--- src/sdas_pkg.sv ---
// package: constants and carrier types for the delta-sigma conversion sequencer
package sdas_pkg;

  // ----------------------------------------------------------------
  // register map (byte addresses)
  // ----------------------------------------------------------------
  localparam logic [7:0] ADDR_CTRL   = 8'h00;
  localparam logic [7:0] ADDR_STATUS = 8'h04;
  localparam logic [7:0] ADDR_RESULT = 8'h08;
  localparam logic [7:0] ADDR_IRQ_ST = 8'h0C;
  localparam logic [7:0] ADDR_IRQ_MK = 8'h10;
  localparam logic [7:0] ADDR_DIV    = 8'h14;

  // ----------------------------------------------------------------
  // control fields
  // ----------------------------------------------------------------
  localparam int CTRL_START_BIT = 0;
  localparam int CTRL_MODE_LSB  = 1;
  localparam int CTRL_RES8_BIT  = 3;
  localparam int CTRL_MUX_LSB   = 4;
  localparam int CTRL_RTE_BIT   = 8;

  localparam int IRQ_DONE_BIT = 0;
  localparam int IRQ_OVR_BIT  = 1;

  localparam logic [31:0] CTRL_RESET = 32'h0000_0000;
  localparam logic [15:0] DIV_RESET  = 16'h0000_0004;
  localparam logic [1:0]  IRQ_RESET  = 2'b00;

  // ----------------------------------------------------------------
  // decimator and rates
  // ----------------------------------------------------------------
  localparam int PRIME_SAMPLES  = 4;
  localparam int RES_HI_BITS    = 12;
  localparam int RES_LO_BITS    = 8;
  localparam int RATE_HI_KSPS   = 192;
  localparam int RATE_LO_KSPS   = 384;
  localparam int OSR_HI         = 64;
  localparam int OSR_LO         = OSR_HI * RATE_HI_KSPS / RATE_LO_KSPS;
  localparam int ACC_W          = 26;

  // ----------------------------------------------------------------
  // modes and states
  // ----------------------------------------------------------------
  typedef enum logic [1:0] {
    MODE_SINGLE = 2'b00,
    MODE_MULTI  = 2'b01,
    MODE_CONT   = 2'b10,
    MODE_TURBO  = 2'b11
  } sdas_mode_t;

  typedef enum logic [1:0] {
    ST_STANDBY = 2'b00,
    ST_RUN     = 2'b01,
    ST_WAIT_RD = 2'b10
  } sdas_state_t;

  typedef struct packed {
    logic [31:0] data;
    logic [1:0]  resp;
  } sdas_rdata_t;

endpackage : sdas_pkg

--- src/sdas_seq.sv ---
// sequencer, sinc^4 decimator and AXI4-Lite register slave for the delta-sigma converter
`timescale 1ns/1ps
// ----------------------------------------------------------------
// Summary of operation
// - four modes, started by bit or pulse
// - done sets status, holds until read
// - output depends on last four samples
// - data invalid until fourth post-switch sample
// - single: four conversions, publish fourth
// - single: back to standby after transfer
// - continuous: three-period priming, then every period
// - multi: reset and re-prime between samples
// - multi: next sample starts automatically
// - done routable to interrupt/DMA, or polled
// - 12-bit 192k or 8-bit 384k
// - one-bit stream into sinc^4 words
// ----------------------------------------------------------------
module sdas_seq #(
  parameter int OSR_H = sdas_pkg::OSR_HI,
  parameter int OSR_L = sdas_pkg::OSR_LO
) (
  input  wire  logic        aclk,
  input  wire  logic        aresetn,
  input  wire  logic        mod_bit,
  input  wire  logic        conversion_start_pulse,
  input  wire  logic        dma_read,
  output logic              conversion_done_flag,
  output logic              irq,
  output logic              dma_req,
  output logic [3:0]        mux_sel,
  output logic              conv_reset,
  output logic [11:0]       result_word,
  input  wire  logic [7:0]  s_axi_awaddr,
  input  wire  logic        s_axi_awvalid,
  output logic              s_axi_awready,
  input  wire  logic [31:0] s_axi_wdata,
  input  wire  logic [3:0]  s_axi_wstrb,
  input  wire  logic        s_axi_wvalid,
  output logic              s_axi_wready,
  output logic [1:0]        s_axi_bresp,
  output logic              s_axi_bvalid,
  input  wire  logic        s_axi_bready,
  input  wire  logic [7:0]  s_axi_araddr,
  input  wire  logic        s_axi_arvalid,
  output logic              s_axi_arready,
  output logic [31:0]       s_axi_rdata,
  output logic [1:0]        s_axi_rresp,
  output logic              s_axi_rvalid,
  input  wire  logic        s_axi_rready
);
  import sdas_pkg::*;

  typedef struct packed {
    sdas_state_t            state;
    logic [31:0]            ctrl;
    logic [15:0]            div;
    logic [1:0]             irq_st;
    logic [1:0]             irq_mk;
    logic [3:0][ACC_W-1:0]  integ;
    logic [3:0][ACC_W-1:0]  comb_d;
    logic [15:0]            osr_cnt;
    logic [2:0]             conv_cnt;
    logic [2:0]             valid_cnt;
    logic [3:0]             mux_sel;
    logic [11:0]            result;
    logic                   done;
    logic                   dma_req;
    logic                   irq;
    logic                   conv_reset;
    logic                   aw_ok;
    logic [7:0]             aw_addr;
    logic                   w_ok;
    logic [31:0]            w_data;
    logic [3:0]             w_strb;
    logic                   bvalid;
    logic                   rvalid;
    logic [31:0]            rdata;
    logic [1:0]             rresp;
    logic [1:0]             bresp;
  } sdas_st_t;

  sdas_st_t r;
  sdas_st_t next_r;

  // ----------------------------------------------------------------
  // helpers
  // ----------------------------------------------------------------
  function automatic logic [31:0] merge_bytes(input logic [31:0] old_v,
                                              input logic [31:0] new_v,
                                              input logic [3:0]  strb);
    logic [31:0] v;
    v = old_v;
    for (int i = 0; i < 4; i++) begin
      if (strb[i]) begin
        v[i*8 +: 8] = new_v[i*8 +: 8];
      end
    end
    return v;
  endfunction : merge_bytes

  // full scale is osr^4: drop the bits below the result width and clip the one code above it
  localparam int SH_H = (4 * $clog2(OSR_H) > RES_HI_BITS) ? 4 * $clog2(OSR_H) - RES_HI_BITS : 0;
  localparam int SH_L = (4 * $clog2(OSR_L) > RES_LO_BITS) ? 4 * $clog2(OSR_L) - RES_LO_BITS : 0;
  function automatic logic [11:0] scale_word(input logic [ACC_W-1:0] acc, input int sh,
                                             input int bits);
    logic [ACC_W-1:0] v;
    v = acc >> sh;
    return (v >= (ACC_W'(1) << bits)) ? 12'((ACC_W'(1) << bits) - ACC_W'(1)) : 12'(v);
  endfunction : scale_word

  function automatic logic addr_known(input logic [7:0] a);
    logic k;
    if (a == ADDR_CTRL) begin
      k = 1'b1;
    end else if (a == ADDR_STATUS) begin
      k = 1'b1;
    end else if (a == ADDR_RESULT) begin
      k = 1'b1;
    end else if (a == ADDR_IRQ_ST) begin
      k = 1'b1;
    end else if (a == ADDR_IRQ_MK) begin
      k = 1'b1;
    end else if (a == ADDR_DIV) begin
      k = 1'b1;
    end else begin
      k = 1'b0;
    end
    return k;
  endfunction : addr_known

  // ----------------------------------------------------------------
  // next-state logic
  // ----------------------------------------------------------------
  sdas_mode_t  mode;
  logic        res8;
  logic        start_ev;
  logic        sample_tick;
  logic        result_rd;
  logic        do_wr;
  logic        do_rd;
  logic        mux_change;
  logic        publish;
  logic [15:0] osr_now;
  logic [ACC_W-1:0] c0;
  logic [ACC_W-1:0] c1;
  logic [ACC_W-1:0] c2;
  logic [ACC_W-1:0] c3;
  logic [31:0] wval;
  logic [1:0]  done_ev;

  always_comb begin
    next_r      = r;
    mode        = sdas_mode_t'(r.ctrl[CTRL_MODE_LSB +: 2]);
    res8        = r.ctrl[CTRL_RES8_BIT];
    osr_now     = res8 ? 16'(OSR_L) : 16'(OSR_H);
    sample_tick = 1'b0;
    publish     = 1'b0;
    mux_change  = 1'b0;
    done_ev     = 2'b00;
    wval        = 32'h0000_0000;
    c0 = '0;
    c1 = '0;
    c2 = '0;
    c3 = '0;

    // bus handshakes: address and data accepted in either order
    if (s_axi_awvalid && !r.aw_ok) begin
      next_r.aw_ok   = 1'b1;
      next_r.aw_addr = s_axi_awaddr;
    end
    if (s_axi_wvalid && !r.w_ok) begin
      next_r.w_ok   = 1'b1;
      next_r.w_data = s_axi_wdata;
      next_r.w_strb = s_axi_wstrb;
    end
    do_wr = r.aw_ok && r.w_ok && !r.bvalid;
    do_rd = s_axi_arvalid && !r.rvalid;
    result_rd = (do_rd && s_axi_araddr == ADDR_RESULT) || dma_read;
    if (r.bvalid && s_axi_bready) begin
      next_r.bvalid = 1'b0;
    end
    if (r.rvalid && s_axi_rready) begin
      next_r.rvalid = 1'b0;
    end

    start_ev = conversion_start_pulse;
    if (do_wr) begin
      next_r.aw_ok  = 1'b0;
      next_r.w_ok   = 1'b0;
      next_r.bvalid = 1'b1;
      next_r.bresp  = addr_known(r.aw_addr) ? 2'b00 : 2'b10;
      if (r.aw_addr == ADDR_CTRL) begin
        wval = merge_bytes(r.ctrl, r.w_data, r.w_strb);
        start_ev = start_ev || wval[CTRL_START_BIT];
        wval[CTRL_START_BIT] = 1'b0;
        next_r.ctrl = wval;
      end else if (r.aw_addr == ADDR_IRQ_MK) begin
        next_r.irq_mk = r.w_data[1:0];
      end else if (r.aw_addr == ADDR_DIV) begin
        next_r.div = 16'(merge_bytes({16'h0000, r.div}, r.w_data, r.w_strb));
      end
    end

    // input selection change restarts validity count
    if (next_r.ctrl[CTRL_MUX_LSB +: 4] != r.mux_sel) begin
      mux_change     = 1'b1;
      next_r.mux_sel = next_r.ctrl[CTRL_MUX_LSB +: 4];
    end

    // ----------------------------------------------------------------
    // sinc^4 decimator: four integrators at modulator rate
    // ----------------------------------------------------------------
    next_r.conv_reset = 1'b0;
    if (r.state != ST_STANDBY) begin
      next_r.integ[0] = r.integ[0] + ACC_W'(mod_bit);
      next_r.integ[1] = r.integ[1] + r.integ[0];
      next_r.integ[2] = r.integ[2] + r.integ[1];
      next_r.integ[3] = r.integ[3] + r.integ[2];
      if (r.osr_cnt + 16'h0001 >= osr_now || r.osr_cnt + 16'h0001 >= r.div + osr_now) begin
        next_r.osr_cnt = 16'h0000;
        sample_tick = (r.osr_cnt + 16'h0001 >= osr_now);
      end else begin
        next_r.osr_cnt = r.osr_cnt + 16'h0001;
      end
    end

    // four-stage comb: each word spans four decimated samples
    if (sample_tick) begin
      c0 = r.integ[3] - r.comb_d[0];
      c1 = c0 - r.comb_d[1];
      c2 = c1 - r.comb_d[2];
      c3 = c2 - r.comb_d[3];
      next_r.comb_d[0] = r.integ[3];
      next_r.comb_d[1] = c0;
      next_r.comb_d[2] = c1;
      next_r.comb_d[3] = c2;
      if (r.conv_cnt != 3'(PRIME_SAMPLES)) begin
        next_r.conv_cnt = r.conv_cnt + 3'd1;
      end
      if (r.valid_cnt != 3'(PRIME_SAMPLES)) begin
        next_r.valid_cnt = r.valid_cnt + 3'd1;
      end
    end
    if (mux_change) begin
      next_r.valid_cnt = 3'd0;
    end

    // ----------------------------------------------------------------
    // sequencer
    // ----------------------------------------------------------------
    case (r.state)
      ST_STANDBY: begin
        if (start_ev) begin
          next_r.state    = ST_RUN;
          next_r.conv_cnt = 3'd0;
          next_r.osr_cnt  = 16'h0000;
          next_r.integ    = '0;
          next_r.comb_d   = '0;
        end
      end
      ST_RUN: begin
        // start events ignored here
        if (sample_tick && r.conv_cnt >= 3'(PRIME_SAMPLES - 1)
            && (r.valid_cnt >= 3'(PRIME_SAMPLES - 1)) && !mux_change) begin
          publish = 1'b1;
          if (mode == MODE_SINGLE) begin
            next_r.state = ST_WAIT_RD;
          end else if (mode == MODE_CONT) begin
            next_r.conv_cnt = 3'(PRIME_SAMPLES - 1);
          end else begin
            next_r.conv_cnt   = 3'd0;
            next_r.integ      = '0;
            next_r.comb_d     = '0;
            next_r.osr_cnt    = 16'h0000;
            next_r.conv_reset = 1'b1;
          end
        end
      end
      ST_WAIT_RD: begin
        if (result_rd) begin
          next_r.state = ST_STANDBY;
        end
      end
      default: begin
        next_r.state = ST_STANDBY;
      end
    endcase

    if (publish) begin
      next_r.result = res8 ? scale_word(c3, SH_L, RES_LO_BITS)
                           : scale_word(c3, SH_H, RES_HI_BITS);
      done_ev[IRQ_DONE_BIT] = 1'b1;
      done_ev[IRQ_OVR_BIT]  = r.done && !result_rd;
    end

    // done flag: set wins over the clearing read
    if (publish) begin
      next_r.done = 1'b1;
    end else if (result_rd) begin
      next_r.done = 1'b0;
    end
    next_r.dma_req = next_r.done && r.ctrl[CTRL_RTE_BIT];

    if (do_wr && r.aw_addr == ADDR_IRQ_ST) begin
      next_r.irq_st = r.irq_st & ~r.w_data[1:0];
    end
    next_r.irq_st = next_r.irq_st | done_ev;
    next_r.irq    = |(next_r.irq_st & next_r.irq_mk);

    // read data path
    if (do_rd) begin
      next_r.rvalid = 1'b1;
      next_r.rresp  = 2'b00;
      if (s_axi_araddr == ADDR_CTRL) begin
        next_r.rdata = r.ctrl;
      end else if (s_axi_araddr == ADDR_STATUS) begin
        next_r.rdata = {28'h000_0000, r.valid_cnt == 3'(PRIME_SAMPLES), r.state, r.done};
      end else if (s_axi_araddr == ADDR_RESULT) begin
        next_r.rdata = {20'h0_0000, r.result};
      end else if (s_axi_araddr == ADDR_IRQ_ST) begin
        next_r.rdata = {30'h0, r.irq_st};
      end else if (s_axi_araddr == ADDR_IRQ_MK) begin
        next_r.rdata = {30'h0, r.irq_mk};
      end else if (s_axi_araddr == ADDR_DIV) begin
        next_r.rdata = {16'h0000, r.div};
      end else begin
        next_r.rdata = 32'h0000_0000;
        next_r.rresp = 2'b10;
      end
    end
  end

  // ----------------------------------------------------------------
  // state register
  // ----------------------------------------------------------------
  always_ff @(posedge aclk) begin
    if (!aresetn) begin
      r        <= '0;
      r.state  <= ST_STANDBY;
      r.ctrl   <= CTRL_RESET;
      r.div    <= DIV_RESET;
      r.irq_st <= IRQ_RESET;
      r.irq_mk <= IRQ_RESET;
    end else begin
      r <= next_r;
    end
  end

  // ----------------------------------------------------------------
  // outputs, all from flops; the three ready outputs are inverted flops
  // ----------------------------------------------------------------
  assign conversion_done_flag = r.done;
  assign irq                  = r.irq;
  assign dma_req              = r.dma_req;
  assign mux_sel              = r.mux_sel;
  assign conv_reset           = r.conv_reset;
  assign result_word          = r.result;
  assign s_axi_awready        = !r.aw_ok;
  assign s_axi_wready         = !r.w_ok;
  assign s_axi_bvalid         = r.bvalid;
  assign s_axi_bresp          = r.bresp;
  assign s_axi_arready        = !r.rvalid;
  assign s_axi_rvalid         = r.rvalid;
  assign s_axi_rdata          = r.rdata;
  assign s_axi_rresp          = r.rresp;

endmodule : sdas_seq

--- config.mk ---
export PLATFORM = sky130hd
export DESIGN_NAME = sdas_seq
export DESIGN_NICKNAME = d
export VERILOG_FILES = /design/src/sdas_pkg.sv /design/src/sdas_seq.sv
export SDC_FILE = /design/constraint.sdc
export NUM_CORES = 1
export LEC_CHECK = 0
export BUFFER_PORTS_ARGS = -buffer_cell sky130_fd_sc_hd__buf_2
export CORE_MARGIN = 10
export CORE_UTILIZATION = 26
export DETAILED_ROUTE_END_ITERATION = 10
export PLACE_DENSITY = 0.41
export SLEW_MARGIN = 30
export SYNTH_ARGS = -nofsm -noshare
export SYNTH_HDL_FRONTEND = slang
export SYNTH_SLANG_ARGS = --single-unit
--- constraint.sdc ---
create_clock -name aclk -period 10.4 [get_ports aclk]
set_input_delay 2.08 -clock aclk [delete_from_list [all_inputs] [get_ports aclk]]
set_output_delay 2.08 -clock aclk [all_outputs]
set_load 0.005 [all_outputs]
==> impl_results.html, run 1 <==
<table>
<tr><th>Metric</th><th>Value</th></tr>
<tr><th colspan="2">Synth</th></tr>
<tr><td>Primary FF master, synth</td><td>dfxtp_1</td></tr>
<tr><td>Synthesized flop and latch total</td><td>385</td></tr>
<tr><td>Post-synthesis simple-gate area fraction</td><td>19.7%</td></tr>
<tr><td>Top post-synthesis cells by area</td><td>dfxtp_1 33%, ha_1 11%, nand2_1 7.4%</td></tr>
<tr><td>Cell type with the largest total area after synthesis</td><td>dfxtp_1</td></tr>
<tr><td>Async set-reset flop share out of synthesis</td><td>0%</td></tr>
<tr><td>Mapped Avg Cell Area</td><td>7.94 um2</td></tr>
<tr><td>Post-synth cell types</td><td>85</td></tr>
<tr><td>Share of synthesized area occupied by flip-flops and latches</td><td>32.9%</td></tr>
<tr><td>Post-synthesis xor/xnor area fraction</td><td>7.21%</td></tr>
<tr><td>Syn Inst Count</td><td>2952</td></tr>
<tr><td>Fraction of the mapped netlist area in adder cells</td><td>11.5%</td></tr>
<tr><td>Compound-cell area share of the yosys netlist</td><td>19.8%</td></tr>
<tr><td>Number of synthesized flops with an enable pin</td><td>0</td></tr>
<tr><td>Syn. warnings</td><td>0</td></tr>
<tr><td>Portion of netlist area occupied by mux cells</td><td>2.29%</td></tr>
<tr><td>Cell area after synthesis</td><td>23400 um2</td></tr>
<tr><td>Dominant combinational cell family by area after synthesis</td><td>compound AO/OA/AOI/OAI gates</td></tr>
<tr><td>Area share of the largest cell type after synthesis</td><td>32.9%</td></tr>
<tr><th colspan="2">Power and ir drop</th></tr>
<tr><td>Ratio of total power to cell area</td><td>172 nW/um2</td></tr>
<tr><td>Post-layout total power</td><td>4570 uW</td></tr>
<tr><td>IR Drop Worst-Case VDD</td><td>0.131 mV</td></tr>
<tr><td>Leakage power total</td><td>0.0108 uW</td></tr>
<tr><th colspan="2">Cells and area</th></tr>
<tr><td>Share of layout cells above drive strength 1</td><td>9.08%</td></tr>
<tr><td>Area Growth Syn to Fin</td><td>13.4%</td></tr>
<tr><td>Number of nets at the end of the flow</td><td>3239</td></tr>
<tr><td>Antenna diode instance count</td><td>0</td></tr>
<tr><th colspan="2">STA</th></tr>
<tr><td>Unrepaired setup endpoints after global routing</td><td>false</td></tr>
<tr><td>Hold Violations, Final</td><td>0</td></tr>
<tr><td>Transition time at the pin with the least slew margin</td><td>0.939 ns</td></tr>
<tr><td>Tcrit/Tclk final</td><td>78.6%</td></tr>
<tr><td>Max-slew violations</td><td>0</td></tr>
<tr><td>Final-report setup violation count</td><td>0</td></tr>
<tr><td>Slew margin rel.</td><td>37.3%</td></tr>
<tr><td>FMAX</td><td>0.122 GHz</td></tr>
<tr><td>Tmin final</td><td>8.18 ns</td></tr>
<tr><td>Final worst clock skew</td><td>0.0571 ns</td></tr>
<tr><td>Total negative setup slack</td><td>0 ns</td></tr>
<tr><th colspan="2">Clock tree</th></tr>
<tr><td>Total setup buffers inserted after CTS</td><td>0</td></tr>
<tr><td>Clock slew at the register clock pins of the worst setup and hold paths</td><td>0.06 ns</td></tr>
<tr><td>Post-cts hold buffer count</td><td>0</td></tr>
<tr><td>TritonCTS buffer count</td><td>50</td></tr>
<tr><td>Number of clock sinks</td><td>385</td></tr>
<tr><td>Depth of the CTS H-tree</td><td>2</td></tr>
<tr><td>CTS tree</td><td>yes</td></tr>
<tr><td>Root Buffer</td><td>clkbuf_16</td></tr>
<tr><td>Number of buffers on the longest clock path</td><td>3</td></tr>
<tr><td>Cts repair resizes</td><td>0</td></tr>
<tr><td>Latest clock arrival within the worst-skew pair</td><td>0.62 ns</td></tr>
<tr><th colspan="2">Routing</th></tr>
<tr><td>Number of design-rule violations left by the first detailed-router iteration</td><td>1061</td></tr>
<tr><td>1st-pass router iterations</td><td>5</td></tr>
<tr><td>Routed WL per cell</td><td>15.0 um</td></tr>
<tr><td>Antenna Nets Post-Route</td><td>0</td></tr>
<tr><td>Detailed-route DRC error count</td><td>0</td></tr>
<tr><td>Detail-routed via count per cell</td><td>4.61</td></tr>
<tr><td>Total detailed-routing wirelength</td><td>62.9 mm</td></tr>
<tr><td>Total vias in the final route</td><td>19300</td></tr>
<tr><th colspan="2">Worst setup path</th></tr>
<tr><td>Slowest stage cell on the critical path</td><td>o311ai_0</td></tr>
<tr><td>Register-to-register setup slack</td><td>2.22 ns</td></tr>
<tr><td>Crit path largest cell delay</td><td>0.41 ns</td></tr>
<tr><td>Kind of start point of the critical path</td><td>register</td></tr>
<tr><td>Required time of the critical path</td><td>10.91 ns</td></tr>
<tr><td>RR Startpoint</td><td>r[308]</td></tr>
<tr><td>R2r endpoint</td><td>result_word[3]</td></tr>
<tr><td>Startpoint-to-endpoint class of the critical path</td><td>reg2reg</td></tr>
<tr><td>Critical Path AT</td><td>8.69 ns</td></tr>
<tr><td>Critical Path Sink Type</td><td>register</td></tr>
<tr><td>Register-to-Register Path Depth</td><td>38</td></tr>
<tr><td>CP max FO</td><td>8</td></tr>
<tr><th colspan="2">Job</th></tr>
<tr><td>Max-Cap Viols</td><td>0</td></tr>
<tr><th colspan="2">GRT</th></tr>
<tr><td>Met3 usage in global routing</td><td>1.67%</td></tr>
<tr><td>Overall Global Routing Usage</td><td>12.0%</td></tr>
<tr><td>Met1 track demand over resource</td><td>16.6%</td></tr>
<tr><td>Grt peak-use layer</td><td>met2</td></tr>
<tr><td>Number of antenna violations at the first check in global routing</td><td>2</td></tr>
<tr><td>Maximum number of pins on one net before global-route repair</td><td>104</td></tr>
<tr><td>Wire length of the first global-routing pass</td><td>103 mm</td></tr>
<tr><td>Met2 layer usage reported by global route</td><td>19.6%</td></tr>
<tr><td>Overflow after GRT</td><td>0</td></tr>
<tr><td>Vias in the first global route</td><td>18700</td></tr>
<tr><th colspan="2">Worst hold path</th></tr>
<tr><td>Min-delay src</td><td>s_axi_rdata[24]</td></tr>
<tr><td>Min-Delay Endpoint</td><td>s_axi_rdata[24]</td></tr>
<tr><td>Hold Path Class</td><td>reg2reg</td></tr>
<tr><td>Worst hold stages</td><td>2</td></tr>
<tr><th colspan="2">Floorplanning</th></tr>
<tr><td>Placeable Area</td><td>89700 um2</td></tr>
<tr><td>Die height</td><td>320 um</td></tr>
<tr><td>Number of top-level pins</td><td>123</td></tr>
<tr><td>Die outline width</td><td>320 um</td></tr>
<tr><td>Row count</td><td>110</td></tr>
<tr><td>Full die area</td><td>103000 um2</td></tr>
<tr><td>Starting Density</td><td>26.1%</td></tr>
<tr><th colspan="2">Placed design</th></tr>
<tr><td>Number of buffers inserted by port buffering</td><td>120</td></tr>
<tr><td>Weighted congestion at the end of routability-driven global placement</td><td>0.777</td></tr>
<tr><td>Half-perimeter wire length after placement</td><td>45.1 mm</td></tr>
<tr><th colspan="2">Outcome</th></tr>
<tr><td>Outcome</td><td>finished, final reports clean</td></tr>
</table>
sequential cells by signal, summed over array words and instances (netlist names):
name / count
r: 327
s_axi_rdata: 32
result_word: 12
mux_sel: 4
mode: 2
conv_reset: 1
conversion_done_flag: 1
dma_req: 1
irq: 1
s_axi_bresp: 1
s_axi_bvalid: 1
s_axi_rresp: 1
s_axi_rvalid: 1
cells in the mapped netlist (all sizes together), types with 8 or more instances:
library cell  count
nand2           462
dfxtp           385
a21oi           316
nor2            274
ha              204
inv             168
xnor2           117
clkbuf           92
buf              85
nand3            80
a21o             73
xor2             68
o21ai            67
nor3             53
a22oi            42
and3             40
mux2i            40
a31oi            27
a211oi           25
nand2b           23
o21a             23
o21bai           23
nand4            20
o211ai           18
nor2b            17
a221oi           15
or3              15
nor3b            11
and2             10
mux2             10
o221a            10
o22ai            10
a211o             9
o31ai             9
nor4              8
stage by stage:
stage / cell area [um2] / std cells / hold slack (ns) / setup WS (ns) / utilization, %
after floorplan: 23400 / 2953 / 0.432 / 3.01 / -
after global placement: 24800 / 4090 / 0.441 / 2.21 / 27.6
after detailed placement: 24800 / 4090 / 0.443 / 2.12 / 27.6
after CTS: 26600 / 4183 / 0.453 / 2.16 / 29.6
after global routing: 26600 / 4183 / 0.469 / 1.35 / 29.6
final: 26600 / 4183 / 0.450 / 2.22 / 29.6
cell usage in the layout, fill, tap and decap left out, types with 25 or more instances in the layout:
cell         n
nor2_1     271
a21oi_1    316
and3_1      40
a22oi_1     42
nand2_1    462
a21o_1      73
nand3_1     78
xnor2_1    117
a31oi_1     27
buf_2      120
dfxtp_1    385
o21ai_0     65
mux2i_1     40
xor2_1      68
clkbuf_16   50
a211oi_1    25
nor3_1      52
ha_1       204
inv_1      167
per-layer routing:
metal	wire length, um	vias to the layer above
met5	0	-
li1	-	10300
met2	27900	192
met4	1190	0
met3	1970	70
met1	31800	8730
report_power, final:
group	switching [uW]	internal, uW
clock network	717	1120
registers	18.6	1490
logic	711	513
worst max path at each step:
stage / from / end / cells after the start
global route: r[308] / result_word[3] / 38
detailed placement: r[308] / result_word[3] / 35
finish: r[308] / result_word[3] / 38
CTS: r[308] / result_word[3] / 35
floorplan: r[308] / result_word[0] / 38
global placement: r[309] / result_word[5] / 34
area by class of cell:
| type | count | area, um2 |
|---|---|---|
| Sequential cell | 385 | 7710 |
| Clock buffer | 72 | 1440 |
| Multi-Input combinational cell | 2222 | 14300 |
| Inverter | 169 | 639 |
| Tap cell | 1176 | 1470 |
| Timing Repair Buffer | 138 | 739 |
| Clock inverter | 21 | 319 |
| Fill cell | 9716 | 63200 |
cells by family (layout without fill, tap and decap cells):
| logic type | count (synthesis) | count (layout) |
|---|---|---|
| AND/OR/NAND/NOR | 1042 | 1042 |
| buffers and inverters | 346 | 400 |
| adder cells (fa/ha/maj) | 211 | 211 |
| XOR/XNOR | 188 | 188 |
| other | 1 | 2 |
| flip-flops | 385 | 385 |
| multiplexers | 51 | 51 |
| AO/OA/AOI/OAI | 728 | 728 |
worst max-delay path, delay by kind of cell (launching register included):
kind                       cells  cell delay [ns]
adders and majority gates      5             1.40
AOI/OAI and AO/OA             21             4.50
buffers and inverters          2             0.12
xor gates and xnor gates       2             0.27
DFF                            1             0.33
and+or+nand+nor                8             1.46
Note: power is estimated with default switching activity, not from simulation.
==> run 2: changes to the inputs <==
- clock period: 10.4 -> 7.6 ns (I/O delays scaled with it)
==> impl_results.html, run 2 (synthesized netlist as in run 1, its figures left out) <==
<table>
<tr><th>Metric</th><th>Value</th></tr>
<tr><th colspan="2">Power and ir drop</th></tr>
<tr><td>Ratio of total power to cell area</td><td>250 nW/um2</td></tr>
<tr><td>Clock network fraction of design power</td><td>37.9%</td></tr>
<tr><td>Leakage power total</td><td>0.0114 uW</td></tr>
<tr><td>Part of the total power dissipated in sequential elements</td><td>30.0%</td></tr>
<tr><td>IR Drop Worst-Case VDD</td><td>0.198 mV</td></tr>
<tr><td>Power share of the combinational group</td><td>32.1%</td></tr>
<tr><td>Power Internal</td><td>4750 uW</td></tr>
<tr><td>Switching share of power</td><td>31.1%</td></tr>
<tr><td>Switch Pwr</td><td>2150 uW</td></tr>
<tr><th colspan="2">Floorplanning</th></tr>
<tr><td>Full die area</td><td>103000 um2</td></tr>
<tr><td>Placeable Area</td><td>89700 um2</td></tr>
<tr><td>Row count</td><td>110</td></tr>
<tr><td>Die outline width</td><td>320 um</td></tr>
<tr><td>Die height</td><td>320 um</td></tr>
<tr><td>Starting Density</td><td>26.1%</td></tr>
<tr><td>Number of top-level pins</td><td>123</td></tr>
<tr><th colspan="2">GRT</th></tr>
<tr><td>Maximum number of pins on one net before global-route repair</td><td>151</td></tr>
<tr><td>Grt peak-use layer</td><td>met2</td></tr>
<tr><td>Wire length of the first global-routing pass</td><td>101 mm</td></tr>
<tr><td>Number of antenna violations at the first check in global routing</td><td>2</td></tr>
<tr><td>Met1 track demand over resource</td><td>16.2%</td></tr>
<tr><td>Met3 usage in global routing</td><td>1.86%</td></tr>
<tr><td>Overall Global Routing Usage</td><td>11.8%</td></tr>
<tr><td>Vias in the first global route</td><td>18600</td></tr>
<tr><td>Met2 layer usage reported by global route</td><td>19.3%</td></tr>
<tr><td>Overflow after GRT</td><td>0</td></tr>
<tr><th colspan="2">STA</th></tr>
<tr><td>Final-report setup violation count</td><td>0</td></tr>
<tr><td>Final worst clock skew</td><td>0.0678 ns</td></tr>
<tr><td>Slew margin rel.</td><td>37.2%</td></tr>
<tr><td>Max-slew violations</td><td>0</td></tr>
<tr><td>Tcrit/Tclk final</td><td>94.9%</td></tr>
<tr><td>Tmin final</td><td>7.22 ns</td></tr>
<tr><td>FMAX</td><td>0.139 GHz</td></tr>
<tr><td>Transition time at the pin with the least slew margin</td><td>0.941 ns</td></tr>
<tr><td>Final worst slack</td><td>0.384 ns</td></tr>
<tr><td>Hold Violations, Final</td><td>0</td></tr>
<tr><th colspan="2">Clock tree</th></tr>
<tr><td>Number of buffers on the longest clock path</td><td>3</td></tr>
<tr><td>TritonCTS buffer count</td><td>50</td></tr>
<tr><td>Latest clock arrival within the worst-skew pair</td><td>0.63 ns</td></tr>
<tr><td>Clock slew at the register clock pins of the worst setup and hold paths</td><td>0.06 ns</td></tr>
<tr><td>Root Buffer</td><td>clkbuf_16</td></tr>
<tr><td>Depth of the CTS H-tree</td><td>2</td></tr>
<tr><td>Number of clock sinks</td><td>385</td></tr>
<tr><td>CTS tree</td><td>yes</td></tr>
<tr><th colspan="2">Cells and area</th></tr>
<tr><td>Max reg flops</td><td>327</td></tr>
<tr><td>Utilization after layout</td><td>30.8%</td></tr>
<tr><td>Largest Register</td><td>r</td></tr>
<tr><td>Final instance count without filler cells</td><td>4275</td></tr>
<tr><td>Share of layout cells above drive strength 1</td><td>13.4%</td></tr>
<tr><td>Antenna diode instance count</td><td>0</td></tr>
<tr><td>Commonest cells after routing, fill and taps aside</td><td>462 x nand2_1, 385 x dfxtp_1, 309 x a21oi_1, 268 x nor2_1, 201 x ha_1</td></tr>
<tr><td>Most common library cell in the layout ignoring fill and taps</td><td>nand2_1</td></tr>
<tr><td>Area Growth Syn to Fin</td><td>18.0%</td></tr>
<tr><td>Number of nets at the end of the flow</td><td>3335</td></tr>
<tr><th colspan="2">Placed design</th></tr>
<tr><td>Weighted congestion at the end of routability-driven global placement</td><td>0.742</td></tr>
<tr><td>Pre-CTS setup slack</td><td>-0.284 ns</td></tr>
<tr><td>Cell Count Post-Placement</td><td>4177</td></tr>
<tr><td>Number of buffers inserted by port buffering</td><td>120</td></tr>
<tr><td>Half-perimeter wire length after placement</td><td>45.4 mm</td></tr>
<tr><th colspan="2">Worst setup path</th></tr>
<tr><td>Critical Path AT</td><td>7.74 ns</td></tr>
<tr><td>First element of the critical path</td><td>r[308]</td></tr>
<tr><td>Required time of the critical path</td><td>8.12 ns</td></tr>
<tr><td>Crit path largest cell delay</td><td>0.44 ns</td></tr>
<tr><td>R2r endpoint</td><td>result_word[0]</td></tr>
<tr><td>RR Startpoint</td><td>r[308]</td></tr>
<tr><td>Slowest stage cell on the critical path</td><td>a2111o_1</td></tr>
<tr><td>Startpoint-to-endpoint class of the critical path</td><td>reg2reg</td></tr>
<tr><td>CP max FO</td><td>8</td></tr>
<tr><td>Kind of start point of the critical path</td><td>register</td></tr>
<tr><td>Capture point of the critical path</td><td>result_word[0]</td></tr>
<tr><td>Register-to-Register Path Depth</td><td>38</td></tr>
<tr><td>Critical Path Sink Type</td><td>register</td></tr>
<tr><td>Register-to-register setup slack</td><td>0.38 ns</td></tr>
<tr><th colspan="2">Routing</th></tr>
<tr><td>Detail-routed via count per cell</td><td>4.53</td></tr>
<tr><td>Total vias in the final route</td><td>19400</td></tr>
<tr><td>Antenna Nets Post-Route</td><td>0</td></tr>
<tr><td>Detailed-route DRC error count</td><td>0</td></tr>
<tr><td>Routed WL per cell</td><td>14.8 um</td></tr>
<tr><td>Total detailed-routing wirelength</td><td>63.1 mm</td></tr>
<tr><td>1st-pass router iterations</td><td>5</td></tr>
<tr><td>Number of design-rule violations left by the first detailed-router iteration</td><td>1006</td></tr>
<tr><th colspan="2">Worst hold path</th></tr>
<tr><td>Min-delay src</td><td>r[223]</td></tr>
<tr><td>Hold Path Class</td><td>reg2reg</td></tr>
<tr><th colspan="2">Job</th></tr>
<tr><td>Max-Cap Viols</td><td>0</td></tr>
<tr><th colspan="2">Outcome</th></tr>
<tr><td>Outcome</td><td>finished, final reports clean</td></tr>
</table>
## run 2: cell types whose count changed in the layout (fill, tap and decap cells not counted), sizes merged
| cell | previous run | this run |
|---|---|---|
| buf | 138 | 234 |
| bufinv | 6 | 9 |
| clkbuf | 72 | 65 |
| clkinv | 15 | 13 |
| clkinvlp | 1 | 2 |
| inv | 168 | 169 |
## run 2: layout make-up
type                    instances  area (um2)
repair buffers                234        1470
well taps                    1176        1470
clock buffers                  65        1430
inverters                     169         639
fillers                      9647       62100
multi-input cells            2222       14500
clock inverters                24         415
flip-flops and latches        385        7710
## run 2: how the worst min path moves through the flow
stage | to | cells past startpoint
2_1_floorplan | r[228] | 2
5_1_grt | s_axi_rdata[24] | 2
3_5_place_dp | s_axi_rdata[25] | 2
3_3_place_gp | r[223] | 2
6_report | r[223] | 2
4_1_cts | r[223] | 2
## run 2: worst max-delay path: cells and delay by family, from the launching register on
family | cells | cell delay (ns)
XOR/XNOR | 2 | 0.24
AO/OA/AOI/OAI | 19 | 3.24
buffers and inverters | 3 | 0.26
flip-flops | 1 | 0.31
adder cells (fa/ha/maj) | 5 | 1.32
AND/OR/NAND/NOR | 9 | 1.73
## run 2: metrics by stage
step	power [uW]	TNS, ns	hold WS, ns	area [um2]
floorplan	3430	0	0.432	23400
global placement	4170	-2.14	0.442	25500
detailed placement	4150	-2.25	0.445	25500
CTS	6840	0	0.453	27300
global route	7340	-0.427	0.468	27700
finish	6900	0	0.449	27700
## run 2: layer usage
layer,share of wire [%],vias up
met4,1.6,0
met2,45,163
met1,50,8714
met5,0,-
met3,3.0,59
li1,-,10400
## run 2: timing repair
item / 4_1_cts / 5_1_grt
pin swaps: 5 / 33
buffers inserted: 0 / 9
gates cloned: 0 / 0
hold buffers: 0 / 0
resized for setup: 7 / 52
setup endpoints to repair: 8 / 12
## run 2: power by group through the flow
stage                     clock, uW  sequential (uW)  combinational, uW
final                          2610             2070               2220
after global routing           2780             2070               2490
after CTS                      2720             2070               2060
after detailed placement          0             2110               2040
after global placement            0             2110               2060
after floorplan                   0             2100               1330
==> run 3: changes to the inputs <==
- PLACE_DENSITY: 0.41 -> default
- PLACE_DENSITY_LB_ADDON: default -> 0.12
==> impl_results.html, run 3 (synthesized netlist as in run 1, its figures left out) <==
<table>
<tr><th>Metric</th><th>Value</th></tr>
<tr><th colspan="2">STA</th></tr>
<tr><td>Tcrit/Tclk final</td><td>95.7%</td></tr>
<tr><td>Final worst clock skew</td><td>0.0537 ns</td></tr>
<tr><td>Unrepaired setup endpoints after global routing</td><td>true</td></tr>
<tr><td>Hold Violations, Final</td><td>0</td></tr>
<tr><td>Tmin final</td><td>7.28 ns</td></tr>
<tr><td>Total negative setup slack</td><td>0 ns</td></tr>
<tr><td>Slew margin rel.</td><td>38.6%</td></tr>
<tr><td>Max-slew violations</td><td>0</td></tr>
<tr><td>FMAX</td><td>0.137 GHz</td></tr>
<tr><td>Post-Route Hold Slack</td><td>0.449 ns</td></tr>
<tr><td>Final-report setup violation count</td><td>0</td></tr>
<tr><td>Transition time at the pin with the least slew margin</td><td>0.918 ns</td></tr>
<tr><th colspan="2">Worst setup path</th></tr>
<tr><td>Startpoint-to-endpoint class of the critical path</td><td>reg2reg</td></tr>
<tr><td>Cell family contributing the most delay on the critical path</td><td>compound AO/OA/AOI/OAI gates</td></tr>
<tr><td>Crit path buffers/inverters</td><td>3</td></tr>
<tr><td>Crit path largest cell delay</td><td>0.45 ns</td></tr>
<tr><td>Slowest stage cell on the critical path</td><td>a2111o_1</td></tr>
<tr><td>CP max FO</td><td>8</td></tr>
<tr><td>Critical Path Sink Type</td><td>register</td></tr>
<tr><td>Critical Path AT</td><td>7.76 ns</td></tr>
<tr><td>Kind of start point of the critical path</td><td>register</td></tr>
<tr><td>Required time of the critical path</td><td>8.08 ns</td></tr>
<tr><th colspan="2">GRT</th></tr>
<tr><td>Overall Global Routing Usage</td><td>12.0%</td></tr>
<tr><td>Number of antenna violations at the first check in global routing</td><td>1</td></tr>
<tr><td>Maximum number of pins on one net before global-route repair</td><td>151</td></tr>
<tr><td>Overflow after GRT</td><td>0</td></tr>
<tr><td>Vias in the first global route</td><td>19500</td></tr>
<tr><td>Wire length of the first global-routing pass</td><td>103 mm</td></tr>
<tr><th colspan="2">Worst hold path</th></tr>
<tr><td>Hold Path Class</td><td>reg2reg</td></tr>
<tr><th colspan="2">Placed design</th></tr>
<tr><td>Number of buffers inserted by port buffering</td><td>120</td></tr>
<tr><td>Half-perimeter wire length after placement</td><td>46.8 mm</td></tr>
<tr><td>Weighted congestion at the end of routability-driven global placement</td><td>0.780</td></tr>
<tr><td>Cell Count Post-Placement</td><td>4182</td></tr>
<tr><td>Instance area at placement</td><td>25500 um2</td></tr>
<tr><th colspan="2">Cells and area</th></tr>
<tr><td>Number of nets at the end of the flow</td><td>3343</td></tr>
<tr><td>Max reg flops</td><td>327</td></tr>
<tr><td>Total of fill cells in the finished design</td><td>9586</td></tr>
<tr><td>Final cell area excluding filler cells</td><td>27700 um2</td></tr>
<tr><td>Final instance count without filler cells</td><td>4284</td></tr>
<tr><td>Area Growth Syn to Fin</td><td>18.1%</td></tr>
<tr><td>Antenna diode instance count</td><td>0</td></tr>
<tr><td>Share of layout cells above drive strength 1</td><td>13.8%</td></tr>
<tr><td>Commonest cells after routing, fill and taps aside</td><td>461 x nand2_1, 382 x dfxtp_1, 308 x a21oi_1, 268 x nor2_1, 200 x ha_1</td></tr>
<tr><td>Largest Register</td><td>r</td></tr>
<tr><td>Most common library cell in the layout ignoring fill and taps</td><td>nand2_1</td></tr>
<tr><th colspan="2">Floorplanning</th></tr>
<tr><td>Placeable Area</td><td>89700 um2</td></tr>
<tr><td>Die outline width</td><td>320 um</td></tr>
<tr><td>Row count</td><td>110</td></tr>
<tr><td>Full die area</td><td>103000 um2</td></tr>
<tr><td>Die height</td><td>320 um</td></tr>
<tr><td>Number of top-level pins</td><td>123</td></tr>
<tr><td>Starting Density</td><td>26.1%</td></tr>
<tr><th colspan="2">Clock tree</th></tr>
<tr><td>TritonCTS buffer count</td><td>49</td></tr>
<tr><td>Latest clock arrival within the worst-skew pair</td><td>0.63 ns</td></tr>
<tr><td>Number of clock sinks</td><td>385</td></tr>
<tr><td>Number of buffers on the longest clock path</td><td>3</td></tr>
<tr><td>Depth of the CTS H-tree</td><td>2</td></tr>
<tr><td>Post-cts hold buffer count</td><td>0</td></tr>
<tr><td>Root Buffer</td><td>clkbuf_16</td></tr>
<tr><td>Clock slew at the register clock pins of the worst setup and hold paths</td><td>0.06 ns</td></tr>
<tr><td>CTS tree</td><td>yes</td></tr>
<tr><th colspan="2">Routing</th></tr>
<tr><td>Total detailed-routing wirelength</td><td>64.2 mm</td></tr>
<tr><td>Antenna Nets Post-Route</td><td>0</td></tr>
<tr><td>Number of design-rule violations left by the first detailed-router iteration</td><td>764</td></tr>
<tr><td>Detailed-route DRC error count</td><td>0</td></tr>
<tr><td>Detail-routed via count per cell</td><td>4.66</td></tr>
<tr><td>Total vias in the final route</td><td>19900</td></tr>
<tr><td>Routed WL per cell</td><td>15.0 um</td></tr>
<tr><td>1st-pass router iterations</td><td>5</td></tr>
<tr><th colspan="2">Job</th></tr>
<tr><td>Max-Cap Viols</td><td>0</td></tr>
<tr><th colspan="2">Power and ir drop</th></tr>
<tr><td>Ratio of total power to cell area</td><td>249 nW/um2</td></tr>
<tr><td>Leakage power total</td><td>0.0114 uW</td></tr>
<tr><td>IR Drop Worst-Case VDD</td><td>0.173 mV</td></tr>
<tr><th colspan="2">Outcome</th></tr>
<tr><td>Outcome</td><td>finished, final reports clean</td></tr>
</table>
[run 3: layout make-up]
cell class / count / area, um2 / share of cell area [%]
clock buffers: 70 / 1380 / 4.97
flip-flops and latches: 385 / 7710 / 27.9
inverters: 169 / 637 / 2.30
well taps: 1176 / 1470 / 5.32
repair buffers: 243 / 1560 / 5.63
clock inverters: 19 / 302 / 1.09
multi-input cells: 2222 / 14600 / 52.8
[run 3: metal layers]
metal  track usage [%]  share of wire, %  up-vias
met2              20.5                47      249
met5                 0                 0        -
met4              3.38               2.3        0
met1              15.6                48     9137
li1                  -                 -    10500
met3              1.74               3.1       76
[run 3: path summary, 6_finish.rpt]
path	startpoint	end	slack, ns	cells past startpoint
worst min register to register	s_axi_rdata[23]	s_axi_rdata[23]	0.45	2
worst max register to register	r[308]	result_word[1]	0.32	38
worst max-delay path	r[308]	result_word[1]	0.32	38
worst min-delay path	s_axi_rdata[23]	s_axi_rdata[23]	0.45	2
[run 3: repair_timing]
item | CTS | global route
gates resized for setup | 9 | 75
pin swaps | 2 | 67
setup buffers | 0 | 13
endpoints found under the setup margin | 12 | 12
[run 3: power by group]
part	switching, uW	internal (uW)	total, uW	leakage (uW)
registers	24.3	2040	2070	0.00311
logic	1220	1190	2410	0.00744
clock network	966	1440	2400	0.000815
total	2210	4670	6880	0.0114
[run 3: worst register-to-register path: cells and delay by family (launching register included)]
kind | cells | cell delay (ns)
XOR/XNOR | 2 | 0.24
AND/OR/NAND/NOR | 9 | 1.68
AO/OA/AOI/OAI | 19 | 3.32
adder cells (fa/ha/maj) | 5 | 1.36
flip-flops | 1 | 0.32
buffers and inverters | 3 | 0.25
[run 3: metrics by stage]
step                power (uW)  util (%)  setup WS (ns)
floorplan                 3430         -          0.210
global placement          4180      28.4         -0.275
detailed placement        4180      28.4         -0.306
CTS                       6670      30.3         0.0105
global route              7310      30.8        -0.0740
finish                    6880      30.8          0.323
